[src/design/psi_pkg.sv]
package psi_pkg;
  // Program counter, stack and data pointer geometry
  localparam int PC_W = 13;
  localparam int STK_DEPTH = 8;
  localparam logic [2:0] SP_RESET = 3'h7;
  localparam logic [12:0] PC_RESET = 13'h0000;
  localparam int DP_W = 10;
  localparam int NSRC = 4;
  localparam int RAM_WORDS = 288;
  localparam logic [5:0] VEC_PAGE = 6'h01;
  localparam logic [5:0] SUB_PAGE = 6'h02;
  localparam logic [6:0] VEC_OFS [4] = '{7'h00, 7'h04, 7'h06, 7'h08};
  // Interrupt latency in machine cycles
  localparam logic [1:0] LAT_SHORT = 2'h2;
  localparam logic [1:0] LAT_LONG = 2'h3;
  // APB map
  localparam logic [7:0] OFS_SRC_EN = 8'h00;
  localparam logic [7:0] OFS_STATUS = 8'h04;
  localparam logic [7:0] OFS_PC = 8'h08;
  localparam logic [7:0] OFS_CTX = 8'h0C;
  localparam logic [3:0] SRC_EN_RESET = 4'h0;
  localparam int ST_REQ_LSB = 0;
  localparam int ST_GLOBAL_IRQ_ENABLE_BIT = 4;
  localparam int ST_SP_LSB = 5;
  localparam int ST_SKIP_BIT = 8;

  typedef enum logic [4:0] {
    OP_NOP, OP_BRANCH, OP_CALL, OP_PAGE2_CALL, OP_RETURN, OP_IRQ_RETURN,
    OP_TABLE, OP_EI, OP_DI, OP_COPY_SP, OP_POLL, OP_SKIP_COND,
    OP_BIT_SET, OP_BIT_CLR, OP_BIT_TEST, OP_RAM_WR,
    OP_PORT_SET, OP_PORT_CLR, OP_PORT_TEST, OP_LOAD_DP
  } psi_op_t;

  typedef enum logic [1:0] {
    ST_RUN       = 2'b00,
    ST_TBL_FETCH = 2'b01,
    ST_TBL_RET   = 2'b11
  } psi_state_t;

  typedef struct packed {
    logic [9:0] dp;
    logic       carry;
    logic       skip;
    logic [3:0] acc;
    logic [3:0] regb;
  } psi_ctx_t;
endpackage

[src/design/psi_mem_if.sv]
interface psi_mem_if #(parameter int AW = 3, parameter int DW = 13);
  logic          we;
  logic [AW-1:0] waddr;
  logic [DW-1:0] wdata;
  logic [AW-1:0] raddr;
  logic [DW-1:0] rdata;
  modport ctrl (output we, waddr, wdata, raddr, input rdata);
  modport mem  (input we, waddr, wdata, raddr, output rdata);
endinterface

[src/design/psi_stack.sv]
module psi_stack (
  // Clock and reset
  input wire logic pclk,
  input wire logic presetn,
  // Stack port
  psi_mem_if.mem   port
);
  logic [12:0] mem_r [psi_pkg::STK_DEPTH];

  // Entries: a push past the top silently overwrites the oldest
  always_ff @(posedge pclk) begin
    if (port.we) begin
      mem_r[port.waddr] <= port.wdata;
    end
  end

  // Registered read, write-first so the top is always current
  always_ff @(posedge pclk or negedge presetn) begin
    if (!presetn) begin
      port.rdata <= '0;
    end else if (port.we && port.waddr == port.raddr) begin
      port.rdata <= port.wdata;
    end else begin
      port.rdata <= mem_r[port.raddr];
    end
  end
endmodule

[src/design/psi_ram.sv]
module psi_ram (
  // Clock and reset
  input wire logic pclk,
  input wire logic presetn,
  // Data port, address is {group, file, digit}
  psi_mem_if.mem   port
);
  logic [3:0] mem_r [psi_pkg::RAM_WORDS];
  logic       wr_ok;
  logic       rd_ok;

  // Group 1 stops after file 1; beyond it reads zero, writes drop
  assign wr_ok = !port.waddr[9] && port.waddr[8:0] < 9'(psi_pkg::RAM_WORDS);
  assign rd_ok = !port.raddr[9] && port.raddr[8:0] < 9'(psi_pkg::RAM_WORDS);

  always_ff @(posedge pclk) begin
    if (port.we && wr_ok) begin
      mem_r[port.waddr[8:0]] <= port.wdata;
    end
  end

  // Write-first registered read of the word under the pointer
  always_ff @(posedge pclk or negedge presetn) begin
    if (!presetn) begin
      port.rdata <= 4'h0;
    end else if (!rd_ok) begin
      port.rdata <= 4'h0;
    end else if (port.we && port.waddr == port.raddr) begin
      port.rdata <= port.wdata;
    end else begin
      port.rdata <= mem_r[port.raddr[8:0]];
    end
  end
endmodule

[src/design/psi_core.sv]
// Summary of operation
// - Return-address stack has exactly eight entries, nesting eight deep.
// - Interrupt entry and table lookup each use one entry of that stack.
// - A push at level seven wraps to zero, overwriting entry zero.
// - A 3-bit pointer tracks the level; one instruction copies it out.
// - Pointer is seven after reset or back-up exit; first call uses entry zero.
// - Interrupt entry saves RAM pointer, carry, skip, accumulator, register B once.
// - Calls and table lookups never touch the interrupt context save.
// - Skip flag steers skips and survives an interrupt through the save.
// - PC advances by word count, or loads a target on jumps and returns.
// - PC has page bits above an in-page part 6..0; 127 rolls to next page.
// - RAM pointer holds group, file and digit fields.
// - Digit field also picks the port bit for set, clear and test.
// - Group field has no reset; software loads all fields after back-up.
// - Program words are 10 bits, pages of 128 words, up to 64 pages.
// - Acceptance loads the source's fixed vector in page 1.
// - Page-two call reaches page 2 from anywhere with one word.
// - Table lookup returns low eight bits of any program word.
// - RAM holds 288 nibbles; bit set, clear, test work on any of them.
// - Take only when request, source enable and global enable are all one.
// - Enable and disable instructions steer global enable; acceptance clears it.
// - Source enable zero selects polling by its skip test instead.
// - Request flags set regardless of enables and stay until serviced.
// - Priority external pin, then timers 1, 2, 3; vectors 0, 4, 6, 8.
// - Acceptance clears only the serviced source's request flag.
// - Taken two cycles after conditions, three inside a multi-cycle instruction.
// - Return instruction ends service; enable acts after the next instruction.
//
// Implementation choices: the address map and the APB slave port.
module psi_core (
  // Clock and reset
  input  wire logic              pclk,
  input  wire logic              presetn,
  // APB slave
  input  wire logic              psel,
  input  wire logic              penable,
  input  wire logic              pwrite,
  input  wire logic [7:0]        paddr,
  input  wire logic [31:0]       pwdata,
  output logic      [31:0]       prdata,
  output logic                   pready,
  output logic                   pslverr,
  // Instruction decoder
  input  wire logic              op_valid,
  input  wire psi_pkg::psi_op_t  op_code,
  input  wire logic [1:0]        op_words,
  input  wire logic              op_multi,
  input  wire logic [12:0]       op_target,
  input  wire logic [1:0]        op_sel,
  input  wire logic              op_cond,
  input  wire logic [3:0]        acc_in,
  input  wire logic [3:0]        regb_in,
  input  wire logic              carry_in,
  input  wire logic [9:0]        rom_data,
  input  wire logic              backup_exit,
  output logic      [12:0]       pc,
  output logic                   op_hold,
  output logic                   skip_flag,
  output logic      [7:0]        result,
  output logic                   result_valid,
  output logic                   irq_take,
  output logic      [1:0]        irq_src,
  output logic                   ctx_restore,
  output logic      [3:0]        ctx_acc,
  output logic      [3:0]        ctx_regb,
  output logic                   ctx_carry,
  // Interrupt sources and port D
  input  wire logic [3:0]        src_event,
  input  wire logic [7:0]        port_d_in,
  output logic      [7:0]        port_d_out
);
  psi_mem_if #(.AW(3), .DW(13)) stk_if ();
  psi_mem_if #(.AW(10), .DW(4)) ram_if ();

  psi_pkg::psi_state_t state_r, st_nxt;
  psi_pkg::psi_ctx_t   ctx_r;
  logic [12:0] pc_r, pc_nxt, push_val;
  logic [2:0]  sp_r, sp_nxt;
  logic [1:0]  z_r;
  logic [3:0]  x_r, y_r;
  logic [9:0]  dp_cur, dp_nxt;
  logic [3:0]  req_r, src_en_r, eligible, take_mask, poll_clr;
  logic [1:0]  sel_idx, cnt_r, cnt_nxt, irq_src_r;
  logic        global_irq_enable_r, ei_arm_r, skip_r, skip_nxt, hold_r;
  logic        irq_cond, take, op_go, stk_push, stk_pop;
  logic        take_r, restore_r, res_valid_r;
  logic [7:0]  res_r, port_d_r;
  logic [3:0]  ram_wdata;
  logic [31:0] rd_word, prdata_r;
  logic        pready_r, pslverr_r, rd_hit;

  psi_stack u_stack (.pclk(pclk), .presetn(presetn), .port(stk_if.mem));
  psi_ram   u_ram   (.pclk(pclk), .presetn(presetn), .port(ram_if.mem));

  // Eligibility and fixed priority, lowest index first
  assign eligible = req_r & src_en_r;
  assign irq_cond = global_irq_enable_r && (eligible != 4'h0);
  always_comb begin
    sel_idx = 2'h0;
    for (int i = psi_pkg::NSRC - 1; i >= 0; i--) begin
      if (eligible[i]) begin
        sel_idx = 2'(i);
      end
    end
  end

  // Latency counter; a condition that drops before the take cancels it
  assign take = (cnt_r == 2'h1) && irq_cond && state_r == psi_pkg::ST_RUN;
  always_comb begin
    if (take || cnt_r == 2'h1) begin
      cnt_nxt = 2'h0;
    end else if (cnt_r != 2'h0) begin
      cnt_nxt = cnt_r - 2'h1;
    end else if (irq_cond && state_r == psi_pkg::ST_RUN) begin
      cnt_nxt = op_multi ? psi_pkg::LAT_LONG - 2'h1 : psi_pkg::LAT_SHORT - 2'h1;
    end else begin
      cnt_nxt = 2'h0;
    end
  end
  assign take_mask = take ? (4'h1 << sel_idx) : 4'h0;
  assign op_go = op_valid && !take && state_r == psi_pkg::ST_RUN;

  // Sequencer: PC, stack pointer and table-lookup steps
  always_comb begin
    pc_nxt = pc_r;
    st_nxt = state_r;
    stk_push = 1'b0;
    stk_pop = 1'b0;
    push_val = pc_r;
    case (state_r)
      psi_pkg::ST_RUN: begin
        if (take) begin
          stk_push = 1'b1;
          pc_nxt = {psi_pkg::VEC_PAGE, psi_pkg::VEC_OFS[sel_idx]};
        end else if (op_go) begin
          pc_nxt = pc_r + {11'h000, op_words};
          push_val = pc_r + {11'h000, op_words};
          case (op_code)
            psi_pkg::OP_BRANCH: begin
              pc_nxt = op_target;
            end
            psi_pkg::OP_CALL: begin
              stk_push = 1'b1;
              pc_nxt = op_target;
            end
            psi_pkg::OP_PAGE2_CALL: begin
              stk_push = 1'b1;
              pc_nxt = {psi_pkg::SUB_PAGE, op_target[6:0]};
            end
            psi_pkg::OP_RETURN, psi_pkg::OP_IRQ_RETURN: begin
              stk_pop = 1'b1;
              pc_nxt = stk_if.rdata;
            end
            psi_pkg::OP_TABLE: begin
              stk_push = 1'b1;
              pc_nxt = op_target;
              st_nxt = psi_pkg::ST_TBL_FETCH;
            end
            default: begin
            end
          endcase
        end
      end
      psi_pkg::ST_TBL_FETCH: begin
        st_nxt = psi_pkg::ST_TBL_RET;
      end
      psi_pkg::ST_TBL_RET: begin
        stk_pop = 1'b1;
        pc_nxt = stk_if.rdata;
        st_nxt = psi_pkg::ST_RUN;
      end
      default: begin
        st_nxt = psi_pkg::ST_RUN;
      end
    endcase
  end

  // Level pointer wraps modulo eight both ways
  always_comb begin
    sp_nxt = sp_r;
    if (backup_exit) begin
      sp_nxt = psi_pkg::SP_RESET;
    end else if (stk_push) begin
      sp_nxt = sp_r + 3'h1;
    end else if (stk_pop) begin
      sp_nxt = sp_r - 3'h1;
    end
  end
  assign stk_if.we = stk_push;
  assign stk_if.waddr = sp_nxt;
  assign stk_if.wdata = push_val;
  assign stk_if.raddr = sp_nxt;

  always_ff @(posedge pclk or negedge presetn) begin
    if (!presetn) begin
      pc_r <= psi_pkg::PC_RESET;
      sp_r <= psi_pkg::SP_RESET;
      state_r <= psi_pkg::ST_RUN;
      cnt_r <= 2'h0;
      hold_r <= 1'b0;
    end else begin
      pc_r <= pc_nxt;
      sp_r <= sp_nxt;
      state_r <= st_nxt;
      cnt_r <= cnt_nxt;
      hold_r <= (st_nxt != psi_pkg::ST_RUN) || (cnt_nxt != 2'h0);
    end
  end

  // RAM pointer; the group field deliberately has no reset
  assign dp_cur = {z_r, x_r, y_r};
  always_comb begin
    dp_nxt = dp_cur;
    if (op_go && op_code == psi_pkg::OP_LOAD_DP) begin
      dp_nxt = op_target[9:0];
    end else if (op_go && op_code == psi_pkg::OP_IRQ_RETURN) begin
      dp_nxt = ctx_r.dp;
    end
  end
  always_ff @(posedge pclk) begin
    z_r <= dp_nxt[9:8];
  end
  always_ff @(posedge pclk or negedge presetn) begin
    if (!presetn) begin
      x_r <= 4'h0;
      y_r <= 4'h0;
    end else begin
      x_r <= dp_nxt[7:4];
      y_r <= dp_nxt[3:0];
    end
  end

  // Bit operations modify the word the pointer addresses
  always_comb begin
    ram_wdata = ram_if.rdata;
    case (op_code)
      psi_pkg::OP_BIT_SET: ram_wdata[op_sel] = 1'b1;
      psi_pkg::OP_BIT_CLR: ram_wdata[op_sel] = 1'b0;
      default: ram_wdata = acc_in;
    endcase
  end
  assign ram_if.we = op_go && (op_code == psi_pkg::OP_BIT_SET ||
                     op_code == psi_pkg::OP_BIT_CLR || op_code == psi_pkg::OP_RAM_WR);
  assign ram_if.waddr = dp_cur;
  assign ram_if.wdata = ram_wdata;
  assign ram_if.raddr = dp_nxt;

  // Skip decision; a poll only skips when its source is not enabled
  always_comb begin
    skip_nxt = skip_r;
    poll_clr = 4'h0;
    if (take) begin
      skip_nxt = 1'b0;
    end else if (op_go) begin
      case (op_code)
        psi_pkg::OP_SKIP_COND: skip_nxt = op_cond;
        psi_pkg::OP_BIT_TEST: skip_nxt = !ram_if.rdata[op_sel];
        psi_pkg::OP_PORT_TEST: skip_nxt = !port_d_in[y_r[2:0]];
        psi_pkg::OP_IRQ_RETURN: skip_nxt = ctx_r.skip;
        psi_pkg::OP_POLL: begin
          skip_nxt = req_r[op_sel] && !src_en_r[op_sel];
          poll_clr = skip_nxt ? (4'h1 << op_sel) : 4'h0;
        end
        default: skip_nxt = 1'b0;
      endcase
    end
  end
  always_ff @(posedge pclk or negedge presetn) begin
    if (!presetn) begin
      skip_r <= 1'b0;
    end else begin
      skip_r <= skip_nxt;
    end
  end

  // Request flags: a new event beats a same-cycle clear
  for (genvar g = 0; g < psi_pkg::NSRC; g++) begin : g_req
    always_ff @(posedge pclk or negedge presetn) begin
      if (!presetn) begin
        req_r[g] <= 1'b0;
      end else begin
        req_r[g] <= (req_r[g] && !(take_mask[g] || poll_clr[g])) || src_event[g];
      end
    end
  end

  // Global enable; enable arms and bites after the following instruction
  always_ff @(posedge pclk or negedge presetn) begin
    if (!presetn) begin
      global_irq_enable_r <= 1'b0;
      ei_arm_r <= 1'b0;
    end else if (take) begin
      global_irq_enable_r <= 1'b0;
      ei_arm_r <= 1'b0;
    end else if (op_go && op_code == psi_pkg::OP_DI) begin
      global_irq_enable_r <= 1'b0;
      ei_arm_r <= 1'b0;
    end else if (op_go && op_code == psi_pkg::OP_EI) begin
      ei_arm_r <= 1'b1;
    end else if (op_go && ei_arm_r) begin
      global_irq_enable_r <= 1'b1;
      ei_arm_r <= 1'b0;
    end
  end

  // Single-stage context, written by interrupt entry only
  always_ff @(posedge pclk or negedge presetn) begin
    if (!presetn) begin
      ctx_r <= '0;
    end else if (take) begin
      ctx_r <= '{dp: dp_cur, carry: carry_in, skip: skip_r,
                 acc: acc_in, regb: regb_in};
    end
  end

  // Event outputs and results toward the decoder
  always_ff @(posedge pclk or negedge presetn) begin
    if (!presetn) begin
      take_r <= 1'b0;
      irq_src_r <= 2'h0;
      restore_r <= 1'b0;
      res_r <= 8'h00;
      res_valid_r <= 1'b0;
    end else begin
      take_r <= take;
      irq_src_r <= take ? sel_idx : irq_src_r;
      restore_r <= op_go && op_code == psi_pkg::OP_IRQ_RETURN;
      res_valid_r <= state_r == psi_pkg::ST_TBL_RET ||
                     (op_go && op_code == psi_pkg::OP_COPY_SP);
      if (state_r == psi_pkg::ST_TBL_RET) begin
        res_r <= rom_data[7:0];
      end else if (op_go && op_code == psi_pkg::OP_COPY_SP) begin
        res_r <= {5'h00, sp_r};
      end
    end
  end

  // Port D latches, bit picked by the digit field
  always_ff @(posedge pclk or negedge presetn) begin
    if (!presetn) begin
      port_d_r <= 8'h00;
    end else if (op_go && op_code == psi_pkg::OP_PORT_SET) begin
      port_d_r[y_r[2:0]] <= 1'b1;
    end else if (op_go && op_code == psi_pkg::OP_PORT_CLR) begin
      port_d_r[y_r[2:0]] <= 1'b0;
    end
  end

  // APB: answer one cycle after setup, so no wait states
  always_comb begin
    rd_word = 32'h0000_0000;
    rd_hit = 1'b1;
    case (paddr)
      psi_pkg::OFS_SRC_EN: rd_word[3:0] = src_en_r;
      psi_pkg::OFS_STATUS: begin
        rd_word[psi_pkg::ST_REQ_LSB +: 4] = req_r;
        rd_word[psi_pkg::ST_GLOBAL_IRQ_ENABLE_BIT] = global_irq_enable_r;
        rd_word[psi_pkg::ST_SP_LSB +: 3] = sp_r;
        rd_word[psi_pkg::ST_SKIP_BIT] = skip_r;
      end
      psi_pkg::OFS_PC: rd_word[12:0] = pc_r;
      psi_pkg::OFS_CTX: rd_word[19:0] = ctx_r;
      default: rd_hit = 1'b0;
    endcase
  end
  always_ff @(posedge pclk or negedge presetn) begin
    if (!presetn) begin
      pready_r <= 1'b0;
      pslverr_r <= 1'b0;
      prdata_r <= 32'h0000_0000;
    end else begin
      pready_r <= psel && !penable;
      if (psel && !penable) begin
        pslverr_r <= !rd_hit;
        prdata_r <= pwrite ? 32'h0000_0000 : rd_word;
      end
    end
  end
  always_ff @(posedge pclk or negedge presetn) begin
    if (!presetn) begin
      src_en_r <= psi_pkg::SRC_EN_RESET;
    end else if (psel && penable && pready_r && pwrite && paddr == psi_pkg::OFS_SRC_EN) begin
      src_en_r <= pwdata[3:0];
    end
  end

  assign prdata = prdata_r;
  assign pready = pready_r;
  assign pslverr = pslverr_r;
  assign pc = pc_r;
  assign op_hold = hold_r;
  assign skip_flag = skip_r;
  assign result = res_r;
  assign result_valid = res_valid_r;
  assign irq_take = take_r;
  assign irq_src = irq_src_r;
  assign ctx_restore = restore_r;
  assign ctx_acc = ctx_r.acc;
  assign ctx_regb = ctx_r.regb;
  assign ctx_carry = ctx_r.carry;
  assign port_d_out = port_d_r;
endmodule

[config.mk]
export PLATFORM = sky130hd
export DESIGN_NAME = psi_core
export DESIGN_NICKNAME = d
export VERILOG_FILES = /design/src/design/psi_pkg.sv /design/src/design/psi_mem_if.sv /design/src/design/psi_stack.sv /design/src/design/psi_ram.sv /design/src/design/psi_core.sv
export SDC_FILE = /design/constraint.sdc
export NUM_CORES = 2
export LEC_CHECK = 0
export BUFFER_PORTS_ARGS = -buffer_cell sky130_fd_sc_hd__buf_2
export CAP_MARGIN = 40
export CELL_PAD_IN_SITES_DETAIL_PLACEMENT = 1
export CELL_PAD_IN_SITES_GLOBAL_PLACEMENT = 2
export CORE_UTILIZATION = 40
export DETAILED_ROUTE_END_ITERATION = 7
export PLACE_DENSITY_LB_ADDON = 0.1
export SETUP_SLACK_MARGIN = 0.02
export SYNTH_ARGS = -nofsm -noshare
export SYNTH_HDL_FRONTEND = slang
export SYNTH_HIERARCHICAL = 1
export SYNTH_SLANG_ARGS = --single-unit
[constraint.sdc]
create_clock -name pclk -period 11.85 [get_ports pclk]
set_input_delay 2.37 -clock pclk [delete_from_list [all_inputs] [get_ports pclk]]
set_output_delay 2.37 -clock pclk [all_outputs]
set_load 0.03 [all_outputs]
==> impl_metrics.ini <==
[sta]
rsz0062_at_grt = false
skew_ps = 24.9
fmax_mhz = 128
max-slew-margin-rel_pct = 14.0
maxSlewViolCount = 0
layout_min_cycle_time_ps = 7780
setup_viol = 0
final-hold-violation-count = 0
tightest_slew_ps = 1290
post-route-period-util_pct = 65.7

[clock_network]
cts_buffers = 150
cts_max_level = 4
path_clk_slew_ps = 60
cts.sinks = 1378
hold_buffers = 0
clockBufferDepth = 3
cts_tree = built
ctsResizeCount = 0
clock_latency_ps = 790
cts_setup_buffers = 0
cts_root_buf = clkbuf_16

[worst_setup_path]
crit_start = op_code[1]
path_max_fanout = 76
endpoint_kind = flop
crit_type = input port to flop
critPathRequiredTime_ps = 12480
cp-start-kind = input port
r2r_start = state_r[0]
cp.arrival_ps = 8410

[routing]
vias_per_cell = 5.72
routed-via-count = 30094
detail-route-antenna-nets = 0
wl_met3_mm = 7.98
wl_met1_mm = 67.6
drtIter0Drc = 2229
dr.pass1.iters = 5
drc = 0
totalWireLength_mm = 157
wl_per_cell_microns = 29.9
met2_length_mm = 78.5
top_layer = met5

[floorplanning]
ios = 181
coreArea_sq_um = 140000
die-area_sq_um = 143000
dieWidth_microns = 378
die_y_microns = 378
initial_core_util_pct = 40.4
rows = 137

[global_route]
grt_usage_pct = 22.3
antenna_found_initial = 7
grt_pass1_wl_mm = 228
grt_pass1_vias = 32018
overflow = 0
grt_max_degree = 218

[synthesis]
ys_top_cells_by_area = edfxtp_1 67%, mux4_2 13%, dfrtp_1 5.2%
syn_area_sq_um = 56500
synth-seq-cells = 1378
ys_types = 83
synth.most_common_cell = edfxtp_1
synth-edff-count = 1256
synthArstFlopShare_pct = 8.71
avgSynthCellArea_sq_um = 18.3
ys_seq_area_share_pct = 72.1
synth_common_cells = 1256 x edfxtp_1, 356 x nor2_1, 338 x mux4_2
synth_top_cell_by_area = edfxtp_1
ys.flop_type = edfxtp_1
yosys.area.top_type_share_pct = 66.8
synthCells = 3092
yosysWarnings = 6

[run_status]
outcome = completed

[pwr]
power_mw = 14.6
power.leakage_nw = 20.9
ir_drop_uv = 225
power_density_nw_per_um2 = 225

[min_path]
hp-start = cnt_r[0]
hold_class = flop to flop

[run]
cap_violations = 0

[placed_design]
place.port_buffers = 138
gp_congestion = 0.807
dp.cells = 4991
dp_hpwl_mm = 97.7

[layout]
n_antenna_cell = 0
fin_util_pct = 46.2
nNetsFinal = 3377
areaGrowthSynthToFinish_pct = 14.4
fin_cells = 5264
drive_gt1_share_pct = 25.9
[cell families (layout without fill, tap and decap cells)]
group / after synthesis / count (layout) / synth area share [%]
AOI/OAI and AO/OA: 249 / 249 / 3.04
and+or+nand+nor: 730 / 730 / 5.77
other: 1 / 12 / 0.00664
buffers and inverters: 241 / 526 / 2.14
xor gates and xnor gates: 30 / 30 / 0.465
DFF: 1378 / 1378 / 72.1
muxes: 455 / 455 / 16.2
adders and majority gates: 8 / 8 / 0.190
[layer usage]
| layer | track usage (%) | up-vias |
|---|---|---|
| met5 | 0 | - |
| met4 | 5.61 | 8 |
| met3 | 3.57 | 199 |
| met2 | 37.2 | 868 |
| met1 | 30.4 | 16282 |
| li1 | - | 12737 |
[final cells by class]
| class | count | area [sq um] |
|---|---|---|
| clock buffer | 186 | 4000 |
| clock inverter | 87 | 993 |
| fill | 13075 | 75200 |
| inverter | 22 | 82.6 |
| multi-input combinational | 1484 | 14800 |
| sequential | 1378 | 40800 |
| tap | 1876 | 2350 |
| timing repair buffer | 231 | 1710 |
[metrics by stage]
| step | area, sq um | hold slack [ps] | TNS, ps | setup WS, ps |
|---|---|---|---|---|
| floorplan | 56500 | 424 | -721700 | -839 |
| CTS | 64700 | 478 | 0 | 4070 |
| finish | 64700 | 482 | 0 | 4070 |
| global route | 64700 | 498 | 0 | 3800 |
| detailed placement | 59700 | 471 | 0 | 3210 |
| global placement | 59300 | 449 | 0 | 2750 |
[flip-flops by register name, indices dropped and copies added, names as in the netlist, 8 cells and up, named ones only]
name / count
prdata: 20
u_ram/mem_r: 1152
u_stack/mem_r: 104
pc: 13
result: 8
u_stack/port.rdata: 13
ctx_r: 11
[where the power goes]
part	switching [mW]	internal, mW	total (mW)
Clock	1.93	2.84	4.77
Combinational	2.47	1.65	4.12
Sequential	0.176	5.49	5.67
Total	4.57	9.98	14.6
[layout by cell type (no fill, tap or decap), types with 9 or more instances in the layout]
cell       count
clkinv_2      23
inv_1         20
nand2_1      176
nor3b_1       10
buf_8         11
a21oi_4        9
a211oi_1      12
nand2b_1      16
clkbuf_1      29
buf_2        138
dfrtp_1      117
mux4_1        19
a31oi_1       16
o21ai_0       39
clkinv_1      29
a22oi_1       38
nand4_1       18
a21oi_1       44
mux2i_1       46
nand3_1       37
buf_12         9
clkbuf_16    154
xnor2_1       22
nor2_1       349
conb_1        12
nor2b_1       16
nor3_1        29
edfxtp_1    1256
bufinv_16     20
nand3b_1      13
mux4_2       338
a22o_1        19
buf_4         63
mux2_2        46
[final timing paths]
check / endpoint / slack (ps) / depth (start not counted)
setup reg to reg: u_ram/port.rdata[3] / 4560 / 16
hold / removal: cnt_r[0] / 480 / 1
hold reg to reg: cnt_r[0] / 480 / 1
max in group asynchronous: u_stack/port.rdata[2] / 8980 / 2
min in group asynchronous: result[7] / 1610 / 1
setup / recovery: u_ram/port.rdata[3] / 4070 / 14
[worst max-delay path, stage by stage]
cell      delay (ps)
buf_2            230
nor4b_4          310
buf_6            210
nand4_1          680
mux2i_1          360
a21oi_4          410
buf_12           450
buf_4            620
mux4_2           600
mux4_2           570
a22oi_1          290
a21boi_0         320
nor4_1           630
nor3_1           140
(Power assumes the default switching activity.)
